$ cat config.mk
export PLATFORM = sky130hd
export DESIGN_NAME = ddr3ps_top
export DESIGN_NICKNAME = d
export VERILOG_FILES = /design/src/core/ddr3ps_pkg.sv /design/src/core/ddr3ps_top.sv
export VERILOG_INCLUDE_DIRS = /design/src /design/src/core
export SDC_FILE = /design/constraint.sdc
export NUM_CORES = 1
export LEC_CHECK = 0
export ABC_AREA = 1
export BUFFER_PORTS_ARGS = -buffer_cell sky130_fd_sc_hd__buf_2
export CORE_ASPECT_RATIO = 1.25
export CORE_MARGIN = 2
export CORE_UTILIZATION = 37
export CTS_BUF_LIST = sky130_fd_sc_hd__clkbuf_4 sky130_fd_sc_hd__clkbuf_8 sky130_fd_sc_hd__clkbuf_16
export DETAILED_ROUTE_END_ITERATION = 8
export PLACE_DENSITY_LB_ADDON = 0.1
export SYNTH_ARGS = -nofsm -noshare
export SYNTH_HDL_FRONTEND = slang
export SYNTH_SLANG_ARGS = --single-unit
$ cat constraint.sdc
create_clock -name clk_in -period 2.3 [get_ports clk_in]
set_input_delay 0.115 -clock clk_in [delete_from_list [all_inputs] [get_ports clk_in]]
set_output_delay 0.115 -clock clk_in [all_outputs]
set_load 0.01 [all_outputs]
$ cat src/core/ddr3ps_cfg.svh
// constants for the ddr3 command, power state and init tracker
// Operation
// - commands decode from cs, ras, cas, we and cke sampled on rising clock
// - started read or write bursts run to completion, never cut short
// - power-down performs no refresh operations
// - termination unavailable in self refresh; odt never steers state changes
// - nop and deselect act alike and never abort a running burst
// - cke low-low holds power state; low-high with nop or deselect exits
// - refresh with falling cke enters self refresh, only from all-banks-idle
// - entry picks precharge power-down if banks closed, else active power-down
// - self-refresh exit recognised without the synchronous cke edge check
// - during writes, mask low stores the byte, mask high blocks it
// - controller waits 500 us after reset before cke; device initialises meanwhile
// - termination off during reset until cke registers high; odt static afterwards
// - after long calibration, wait dll lock and calibration times, then normal
// - only truth table encodings are recognised as commands
// - dll reset bit of mode register 0 clears itself after the reset
`ifndef DDR3PS_CFG_SVH
`define DDR3PS_CFG_SVH
`define DPS_CLK_MHZ 200
`define DPS_T_INIT_US 500
`define DPS_INIT_CYC (`DPS_T_INIT_US * `DPS_CLK_MHZ)
`define DPS_DLLK_CYC 512
`define DPS_ZQINIT_CYC 512
`define DPS_SREF_TICK_CYC 1560
`define DPS_BL8_CYC 3'h4
`define DPS_BC4_CYC 3'h2
`define DPS_BL_LSB 0
`define DPS_BL_OTF 2'h1
`define DPS_BL_BC4 2'h2
`define DPS_DLL_RST_BIT 8
`define DPS_AP_BIT 10
`define DPS_BC_BIT 12
`define DPS_OP_MRS 3'h0
`define DPS_OP_REF 3'h1
`define DPS_OP_PRE 3'h2
`define DPS_OP_ACT 3'h3
`define DPS_OP_WR 3'h4
`define DPS_OP_RD 3'h5
`define DPS_OP_ZQ 3'h6
`define DPS_OP_NOP 3'h7
`define DPS_MR_RST 13'h0000
`endif

$ cat src/core/ddr3ps_pkg.sv
// types shared by the ddr3 power state tracker
package ddr3ps_pkg;
  typedef struct packed {
    logic reset_n;
    logic cke;
    logic cs_n;
    logic ras_n;
    logic cas_n;
    logic we_n;
    logic odt;
    logic [2:0] ba;
    logic [12:0] addr;
    logic [1:0] dm;
    logic [15:0] dq;
  } ddr3ps_pins_t;

  typedef struct packed {
    logic [1:0] be;
    logic [15:0] data;
  } ddr3ps_wr_t;

  typedef enum logic [3:0] {
    CMD_NOP, CMD_MRS, CMD_REF, CMD_PRE, CMD_ACT, CMD_WR, CMD_RD, CMD_ZQCL, CMD_ZQCS
  } ddr3ps_cmd_t;

  // gray steps along reset, init, idle, active, power-down, self refresh
  typedef enum logic [2:0] {
    ST_RESET = 3'h0,
    ST_INIT = 3'h1,
    ST_IDLE = 3'h3,
    ST_ACTIVE = 3'h2,
    ST_APD = 3'h6,
    ST_PPD = 3'h7,
    ST_SREF = 3'h5
  } ddr3ps_state_t;
endpackage

$ cat src/core/ddr3ps_top.sv
// ddr3 device command sampling, power states, init sequence and write masking
`timescale 1ns/1ps
`include "ddr3ps_cfg.svh"
module ddr3ps_top #(
  parameter int unsigned INIT_CYC = `DPS_INIT_CYC,
  parameter int unsigned DLLK_CYC = `DPS_DLLK_CYC,
  parameter int unsigned ZQINIT_CYC = `DPS_ZQINIT_CYC,
  parameter int unsigned SREF_TICK_CYC = `DPS_SREF_TICK_CYC
) (
  input wire logic clk_in,
  input wire logic srst_in,
  input wire ddr3ps_pkg::ddr3ps_pins_t pins_in,
  output ddr3ps_pkg::ddr3ps_state_t state_out,
  output logic ready_out,
  output logic burst_busy_out,
  output logic refresh_pulse_out,
  output logic odt_term_en_out,
  output logic dll_reset_out,
  output logic illegal_out,
  output ddr3ps_pkg::ddr3ps_wr_t wr_out
);
  // decodes the sampled pins into a command; deselect folds into nop
  function automatic ddr3ps_pkg::ddr3ps_cmd_t dps_decode(input ddr3ps_pkg::ddr3ps_pins_t p);
    ddr3ps_pkg::ddr3ps_cmd_t c;
    c = ddr3ps_pkg::CMD_NOP;
    if (!p.cs_n) begin
      unique case ({p.ras_n, p.cas_n, p.we_n})
        `DPS_OP_MRS: c = ddr3ps_pkg::CMD_MRS;
        `DPS_OP_REF: c = ddr3ps_pkg::CMD_REF;
        `DPS_OP_PRE: c = ddr3ps_pkg::CMD_PRE;
        `DPS_OP_ACT: c = ddr3ps_pkg::CMD_ACT;
        `DPS_OP_WR: c = ddr3ps_pkg::CMD_WR;
        `DPS_OP_RD: c = ddr3ps_pkg::CMD_RD;
        `DPS_OP_ZQ: c = p.addr[`DPS_AP_BIT] ? ddr3ps_pkg::CMD_ZQCL : ddr3ps_pkg::CMD_ZQCS;
        `DPS_OP_NOP: c = ddr3ps_pkg::CMD_NOP;
      endcase
    end
    return c;
  endfunction

  localparam int unsigned CAL_CYC = (DLLK_CYC > ZQINIT_CYC) ? DLLK_CYC : ZQINIT_CYC;

  ddr3ps_pkg::ddr3ps_pins_t pins_meta_reg;
  ddr3ps_pkg::ddr3ps_pins_t pins_reg;
  ddr3ps_pkg::ddr3ps_state_t state_reg;
  ddr3ps_pkg::ddr3ps_state_t state_next;
  logic cke_prev_reg;
  logic cke_seen_reg;
  logic [31:0] init_cnt_reg;
  logic [31:0] cal_cnt_reg;
  logic cal_run_reg;
  logic ready_reg;
  logic [31:0] tick_cnt_reg;
  logic [7:0] open_reg;
  logic [7:0] open_next;
  logic [2:0] burst_cnt_reg;
  logic burst_wr_reg;
  logic burst_ap_reg;
  logic [2:0] burst_bank_reg;
  logic [12:0] mr_reg [4];
  logic illegal_next;

  // two flip-flops on every pin before anything reads it
  always_ff @(posedge clk_in) begin
    pins_meta_reg <= pins_in;
    pins_reg <= pins_meta_reg;
  end

  // command and cke edge decode
  wire ddr3ps_pkg::ddr3ps_cmd_t cmd = dps_decode(pins_reg);
  wire is_nop = (cmd == ddr3ps_pkg::CMD_NOP);
  wire cke_now = pins_reg.cke;
  wire cke_fall = cke_prev_reg && !cke_now;
  wire cke_rise = !cke_prev_reg && cke_now;
  wire cke_high = cke_prev_reg && cke_now;
  wire pin_reset = !pins_reg.reset_n;
  wire burst_busy = (burst_cnt_reg != 3'h0);
  wire burst_last = (burst_cnt_reg == 3'h1);
  wire in_op = (state_reg == ddr3ps_pkg::ST_IDLE) || (state_reg == ddr3ps_pkg::ST_ACTIVE);
  wire in_pd = (state_reg == ddr3ps_pkg::ST_APD) || (state_reg == ddr3ps_pkg::ST_PPD);
  wire live_cmd = in_op && cke_high;
  wire [1:0] bl_mode = mr_reg[0][`DPS_BL_LSB +: 2];
  wire otf_bc4 = (bl_mode == `DPS_BL_OTF) && !pins_reg.addr[`DPS_BC_BIT];
  wire [2:0] burst_len = ((bl_mode == `DPS_BL_BC4) || otf_bc4) ? `DPS_BC4_CYC : `DPS_BL8_CYC;
  wire rw_cmd = (cmd == ddr3ps_pkg::CMD_RD) || (cmd == ddr3ps_pkg::CMD_WR);
  // a new burst while one runs is refused, so the running one completes
  wire burst_start = live_cmd && rw_cmd && !burst_busy;
  wire [7:0] bank_bit = 8'h01 << pins_reg.ba;
  wire [7:0] ap_bit = 8'h01 << burst_bank_reg;
  // banks still open once the pending auto-precharge concludes
  wire [7:0] closing = open_reg & ~((burst_busy && burst_ap_reg) ? ap_bit : 8'h00);
  wire init_done = (init_cnt_reg >= INIT_CYC);
  wire sref_tick = (state_reg == ddr3ps_pkg::ST_SREF) && (tick_cnt_reg >= SREF_TICK_CYC);

  // bank open mask follows activate, precharge and auto-precharge
  always_comb begin
    open_next = open_reg;
    if (burst_last && burst_ap_reg) begin
      open_next = open_next & ~ap_bit;
    end
    if (live_cmd && (cmd == ddr3ps_pkg::CMD_ACT)) begin
      open_next = open_next | bank_bit;
    end
    if (live_cmd && (cmd == ddr3ps_pkg::CMD_PRE)) begin
      open_next = pins_reg.addr[`DPS_AP_BIT] ? 8'h00 : (open_next & ~bank_bit);
    end
  end

  // power state transitions; odt is deliberately absent from every term
  always_comb begin
    state_next = state_reg;
    illegal_next = 1'b0;
    unique case (state_reg)
      ddr3ps_pkg::ST_RESET: begin
        state_next = ddr3ps_pkg::ST_INIT;
      end
      ddr3ps_pkg::ST_INIT: begin
        // internal init runs off the count, not off cke or the pins
        if (cke_now && !init_done) begin
          illegal_next = 1'b1;
        end else if (cke_rise && is_nop) begin
          state_next = ddr3ps_pkg::ST_IDLE;
        end else if (cke_rise) begin
          illegal_next = 1'b1;
        end
      end
      ddr3ps_pkg::ST_IDLE, ddr3ps_pkg::ST_ACTIVE: begin
        if (cke_fall && (cmd == ddr3ps_pkg::CMD_REF)) begin
          // self refresh only from all banks idle with no burst
          if (state_reg == ddr3ps_pkg::ST_IDLE && !burst_busy && open_reg == 8'h00) begin
            state_next = ddr3ps_pkg::ST_SREF;
          end else begin
            illegal_next = 1'b1;
          end
        end else if (cke_fall) begin
          state_next = (closing == 8'h00) ? ddr3ps_pkg::ST_PPD : ddr3ps_pkg::ST_APD;
          illegal_next = !is_nop;
        end else if (cke_high) begin
          state_next = (open_next == 8'h00) ? ddr3ps_pkg::ST_IDLE : ddr3ps_pkg::ST_ACTIVE;
          illegal_next = rw_cmd && burst_busy;
        end else begin
          illegal_next = 1'b1;
        end
      end
      ddr3ps_pkg::ST_APD, ddr3ps_pkg::ST_PPD: begin
        // low-low holds; low-high exits to whichever op state matches the banks
        if (cke_rise) begin
          state_next = (open_reg == 8'h00) ? ddr3ps_pkg::ST_IDLE : ddr3ps_pkg::ST_ACTIVE;
          illegal_next = !is_nop;
        end
      end
      ddr3ps_pkg::ST_SREF: begin
        // exit taken on cke level alone, no previous-edge qualification
        if (cke_now) begin
          state_next = ddr3ps_pkg::ST_IDLE;
          illegal_next = !is_nop;
        end
      end
      default: begin
        state_next = ddr3ps_pkg::ST_RESET;
        illegal_next = 1'b1;
      end
    endcase
  end

  // state, cke history and init counters
  always_ff @(posedge clk_in) begin
    if (srst_in || pin_reset) begin
      state_reg <= ddr3ps_pkg::ST_RESET;
      cke_prev_reg <= 1'b0;
      cke_seen_reg <= 1'b0;
      init_cnt_reg <= 32'h0000_0000;
      illegal_out <= 1'b0;
    end else begin
      state_reg <= state_next;
      cke_prev_reg <= cke_now;
      cke_seen_reg <= cke_seen_reg || (state_next == ddr3ps_pkg::ST_IDLE);
      init_cnt_reg <= init_done ? init_cnt_reg : init_cnt_reg + 32'h0000_0001;
      illegal_out <= illegal_next;
    end
  end

  // calibration wait: ready only after both dll lock and zq init expire
  always_ff @(posedge clk_in) begin
    if (srst_in || pin_reset) begin
      cal_run_reg <= 1'b0;
      cal_cnt_reg <= 32'h0000_0000;
      ready_reg <= 1'b0;
    end else if (live_cmd && cmd == ddr3ps_pkg::CMD_ZQCL && !ready_reg) begin
      cal_run_reg <= 1'b1;
      cal_cnt_reg <= 32'h0000_0000;
    end else if (cal_run_reg) begin
      cal_cnt_reg <= cal_cnt_reg + 32'h0000_0001;
      if (cal_cnt_reg + 32'h0000_0001 >= CAL_CYC) begin
        cal_run_reg <= 1'b0;
        ready_reg <= 1'b1;
      end
    end
  end

  // mode registers; dll reset bit drops the cycle after it is taken
  always_ff @(posedge clk_in) begin
    if (srst_in || pin_reset) begin
      for (int i = 0; i < 4; i++) begin
        mr_reg[i] <= `DPS_MR_RST;
      end
    end else if (live_cmd && cmd == ddr3ps_pkg::CMD_MRS && !pins_reg.ba[2]) begin
      mr_reg[pins_reg.ba[1:0]] <= pins_reg.addr;
    end else begin
      mr_reg[0][`DPS_DLL_RST_BIT] <= 1'b0;
    end
  end

  // burst tracker; nop and deselect leave a running burst untouched
  always_ff @(posedge clk_in) begin
    if (srst_in || pin_reset) begin
      burst_cnt_reg <= 3'h0;
      burst_wr_reg <= 1'b0;
      burst_ap_reg <= 1'b0;
      burst_bank_reg <= 3'h0;
      open_reg <= 8'h00;
    end else begin
      open_reg <= open_next;
      if (burst_start) begin
        burst_cnt_reg <= burst_len;
        burst_wr_reg <= (cmd == ddr3ps_pkg::CMD_WR);
        burst_ap_reg <= pins_reg.addr[`DPS_AP_BIT];
        burst_bank_reg <= pins_reg.ba;
      end else if (burst_busy) begin
        burst_cnt_reg <= burst_cnt_reg - 3'h1;
      end
    end
  end

  // self refresh ticker runs only in self refresh, never in power-down
  always_ff @(posedge clk_in) begin
    if (srst_in || pin_reset || state_reg != ddr3ps_pkg::ST_SREF || sref_tick) begin
      tick_cnt_reg <= 32'h0000_0000;
    end else begin
      tick_cnt_reg <= tick_cnt_reg + 32'h0000_0001;
    end
  end

  // registered outputs
  always_ff @(posedge clk_in) begin
    if (srst_in || pin_reset) begin
      refresh_pulse_out <= 1'b0;
      odt_term_en_out <= 1'b0;
      wr_out <= '0;
      burst_busy_out <= 1'b0;
    end else begin
      refresh_pulse_out <= (live_cmd && cmd == ddr3ps_pkg::CMD_REF) || sref_tick;
      // termination high-z until cke seen and always in self refresh
      odt_term_en_out <= pins_reg.odt && cke_seen_reg && in_op;
      wr_out.be <= (burst_busy && burst_wr_reg) ? ~pins_reg.dm : 2'h0;
      wr_out.data <= pins_reg.dq;
      burst_busy_out <= burst_start || (burst_busy && !burst_last);
    end
  end

  assign state_out = state_reg;
  assign ready_out = ready_reg;
  assign dll_reset_out = mr_reg[0][`DPS_DLL_RST_BIT];
endmodule // ddr3ps_top

==> qor.txt <==
WORST SETUP PATH
----------------------------------------------------------------------------------------
Critical path endpoint category                                                     flop
Type of the worst setup path                                                flop to flop
Biggest fanout along the worst timing path                                             6
Arr. time, crit path                                                             2.51 ns
Required time of the critical path                                               2.69 ns
Element type at the critical path start                                             flop

GLOBAL ROUTE
----------------------------------------------------------------------------------------
Number of global-route vias before repair                                          6,383
Wire length of the first global-routing pass                                   29,200 µm
Total congestion overflow                                                              0
Global-route usage over all layers                                                 15.6%
Pin count of the biggest net entering global routing                                  35
Antenna violations before repair                                                       0

CLOCK NETWORK
----------------------------------------------------------------------------------------
Total number of clock tree sinks                                                     210
Root buf cell                                                               sky130_fd_sc_hd__clkbuf_16
Clock insertion delay at the later pin of the skew report                        0.51 ns
Number of buffers inserted during clock tree synthesis                                23
TritonCTS clock tree                                                               built
Clock transition at the registers of the reported paths                          0.06 ns
Maximum buffer depth of the clock tree                                                 3
H-tree levels                                                                          1

PWR
----------------------------------------------------------------------------------------
Cell Int Power                                                                   6.15 mW
Clk pwr share                                                                      48.3%
Sequential Power Share                                                             48.7%
Overall power after layout                                                       7.76 mW
Proportion of total power due to net switching                                     20.7%
Leakage power of the design                                                      4.22 nW
Combinational fraction of design power                                              3.0%
Net switching component of the power                                             1.61 mW
VDD IR max                                                                    0.000510 V
Areal power density over the cells                                            777 mW/mm²

PLACEMENT
----------------------------------------------------------------------------------------
Number of port buffers                                                                61
DP HPWL                                                                        12,500 µm
GP Congestion                                                                      0.844

LOGIC SYNTHESIS
----------------------------------------------------------------------------------------
Sequential share of the synthesized area                                           53.0%
Largest area contributor in the synthesized netlist                         sky130_fd_sc_hd__dfxtp_1
Synth Cell Area                                                              0.00799 mm²
Ranking of synthesized cells by area                                        sky130_fd_sc_hd__dfxtp_1, sky130_fd_sc_hd__nand2_1, sky130_fd_sc_hd__nor2_1, sky130_fd_sc_hd__inv_1, sky130_fd_sc_hd__xor2_1
Warning count from the yosys run                                                       0
Synth top area share                                                               51.8%
Top-count cell post-synth                                                   sky130_fd_sc_hd__dfxtp_1
Distinct cells, synth                                                                 41
Post-synthesis cell count                                                            997
Number of flip-flops and latches in the synthesized netlist                          210
Commonest cells post-synth                                                  sky130_fd_sc_hd__dfxtp_1, sky130_fd_sc_hd__nand2_1, sky130_fd_sc_hd__nor2_1, sky130_fd_sc_hd__inv_1, sky130_fd_sc_hd__nand3_1
Post-synth EDFFs                                                                       3
Asr flop ratio synth                                                                  0%
Average cell area after synthesis                                               8.02 µm²
Synth Flop Type                                                             sky130_fd_sc_hd__dfxtp_1

ROUTING
----------------------------------------------------------------------------------------
Routed vias/inst                                                                    4.53
Drt drc                                                                                0
First DRT Iteration DRCs                                                             256
Wire per inst                                                                    11.9 µm
Number of vias after detailed routing                                              6,500
ANT nets after route                                                                   0
Post-Route WL                                                                  17,100 µm
Drt first pass iters                                                                   4

STA
----------------------------------------------------------------------------------------
Sum Neg Setup Slack                                                                 0 ns
Max Slew Vio Count                                                                     0
Fmax                                                                             471 MHz
Final setup violation count                                                            0
Portion of the clock cycle consumed by the worst path in the final layout          92.3%
Final critical-path required period                                              2.12 ns
RSZ-0062 raised after global routing                                               false
Final clock skew                                                               0.0109 ns
Final hold viol count                                                                  0

JOB
----------------------------------------------------------------------------------------
Maxcap violations                                                                      0

FINAL LAYOUT
----------------------------------------------------------------------------------------
Max reg flops                                                                         33
Share of layout cells above drive strength 1                                       14.0%
Fill cell instance count of the final layout                                       2,131
Area used by multi-input combinational logic                                 0.00331 mm²
Area growth, synth to finish                                                       24.9%
Post-Route Utilization                                                             46.7%
Final net count                                                                    1,193
Antenna Diode Count                                                                    0
Sequential cell area in the final layout                                     0.00424 mm²

HOLD PATH
----------------------------------------------------------------------------------------
Class of the most critical hold timing path                                 primary input to flop

FLOORPLANNING
----------------------------------------------------------------------------------------
Num rows                                                                              60
Y dimension of the die                                                            168 µm
Area of the core region                                                       0.0214 mm²
Total I/O pin count                                                                   70
Die outline area                                                              0.0228 mm²
Initial standard-cell utilization of the core                                      37.4%
Floorplan die width                                                               135 µm

OUTCOME
----------------------------------------------------------------------------------------
Status                                                                      complete, no violations

worst paths after layout:
path	startpoint	endpoint	depth (start not counted)	slack, ns
min reg2reg	pins_meta_reg[12]	pins_reg[12]	0	0.32
max reg2reg	cal_cnt_reg[0]	ready_out	11	0.18
min	srst_in	init_cnt_reg[7]	5	0.13
max	cal_cnt_reg[0]	ready_out	11	0.18
power groups by stage:
stage,Combinational [mW],Clock (mW),Sequential (mW)
4_1_cts,0.236,3.87,3.78
5_1_grt,0.264,4.04,3.78
6_report,0.235,3.74,3.78
3_3_place_gp,0.192,0,3.86
3_5_place_dp,0.192,0,3.86
2_1_floorplan,0.101,0,3.86
critical path, cell delays in order, from the launching register on:
cell and delay [ns]:
sky130_fd_sc_hd__dfxtp_2 0.36, sky130_fd_sc_hd__ha_1 0.17, sky130_fd_sc_hd__nand3_1 0.13, sky130_fd_sc_hd__inv_1 0.10, sky130_fd_sc_hd__nand2_1 0.12, sky130_fd_sc_hd__nor2_4 0.22
sky130_fd_sc_hd__xor2_1 0.11, sky130_fd_sc_hd__or2_2 0.31, sky130_fd_sc_hd__nor3_2 0.24, sky130_fd_sc_hd__nand3_1 0.11, sky130_fd_sc_hd__nand2_1 0.07, sky130_fd_sc_hd__a21oi_1 0.05
area by class of cell:
type	instances	area share, %
flip-flops and latches	210	42.4
multi-input cells	663	33.2
repair buffers	119	8.37
clock buffers	32	6.80
inverters	124	4.66
well taps	279	3.50
clock inverters	9	1.08
logic make-up (layout without fill, tap and decap cells):
group / count (synthesis) / count (layout) / synth area share (%)
compound gates: 107 / 107 / 7.48
flops: 210 / 210 / 53.0
fa+ha+maj: 9 / 9 / 1.41
other cells: 1 / 21 / 0.0469
buf+inv: 144 / 284 / 6.86
xor+xnor: 39 / 39 / 4.27
simple gates: 487 / 487 / 27.0
metal layers:
metal  GRT usage (%)  vias up  part of all wire (%)
li1                -     3457                     -
met1            18.5     2933                    44
met2            28.5       83                    50
met3            2.74       27                   3.9
met4            4.44        0                   1.9
met5               0        -                     0
metrics by stage:
step	cell area [µm²]	std cells	hold WS, ns	setup slack [ns]
after floorplan	8070	1017	0.143	0.432
after global placement	8840	1362	0.218	0.121
after detailed placement	8840	1362	0.219	0.0854
after CTS	9960	1436	0.115	0.0622
after global routing	9990	1436	0.141	0.00615
final	9990	1436	0.130	0.177
repair_timing:
item                                    CTS  global route
hold buffers                             33             0
hold endpoints to repair                 33             0
gates resized for setup                   0             9
buffers inserted                          0             0
endpoints found under the setup margin    0             7
cells in the final DEF, fill, tap and decap left out, types with 7 or more instances in the layout:
cell / n
sky130_fd_sc_hd__dfxtp_1: 205
sky130_fd_sc_hd__nand3b_1: 8
sky130_fd_sc_hd__inv_2: 7
sky130_fd_sc_hd__dlygate4sd3_1: 33
sky130_fd_sc_hd__nand3_1: 44
sky130_fd_sc_hd__nand2_1: 201
sky130_fd_sc_hd__a211oi_1: 11
sky130_fd_sc_hd__nand4_1: 19
sky130_fd_sc_hd__buf_2: 61
sky130_fd_sc_hd__or2_2: 8
sky130_fd_sc_hd__nor2_1: 140
sky130_fd_sc_hd__buf_4: 24
sky130_fd_sc_hd__nor3_1: 34
sky130_fd_sc_hd__nor4_1: 9
sky130_fd_sc_hd__inv_1: 117
sky130_fd_sc_hd__xor2_1: 28
sky130_fd_sc_hd__xnor2_1: 11
sky130_fd_sc_hd__ha_1: 9
sky130_fd_sc_hd__clkbuf_16: 24
sky130_fd_sc_hd__o21ai_0: 37
sky130_fd_sc_hd__a21oi_1: 43
sky130_fd_sc_hd__conb_1: 21
Note: power is estimated with default switching activity, not from simulation.
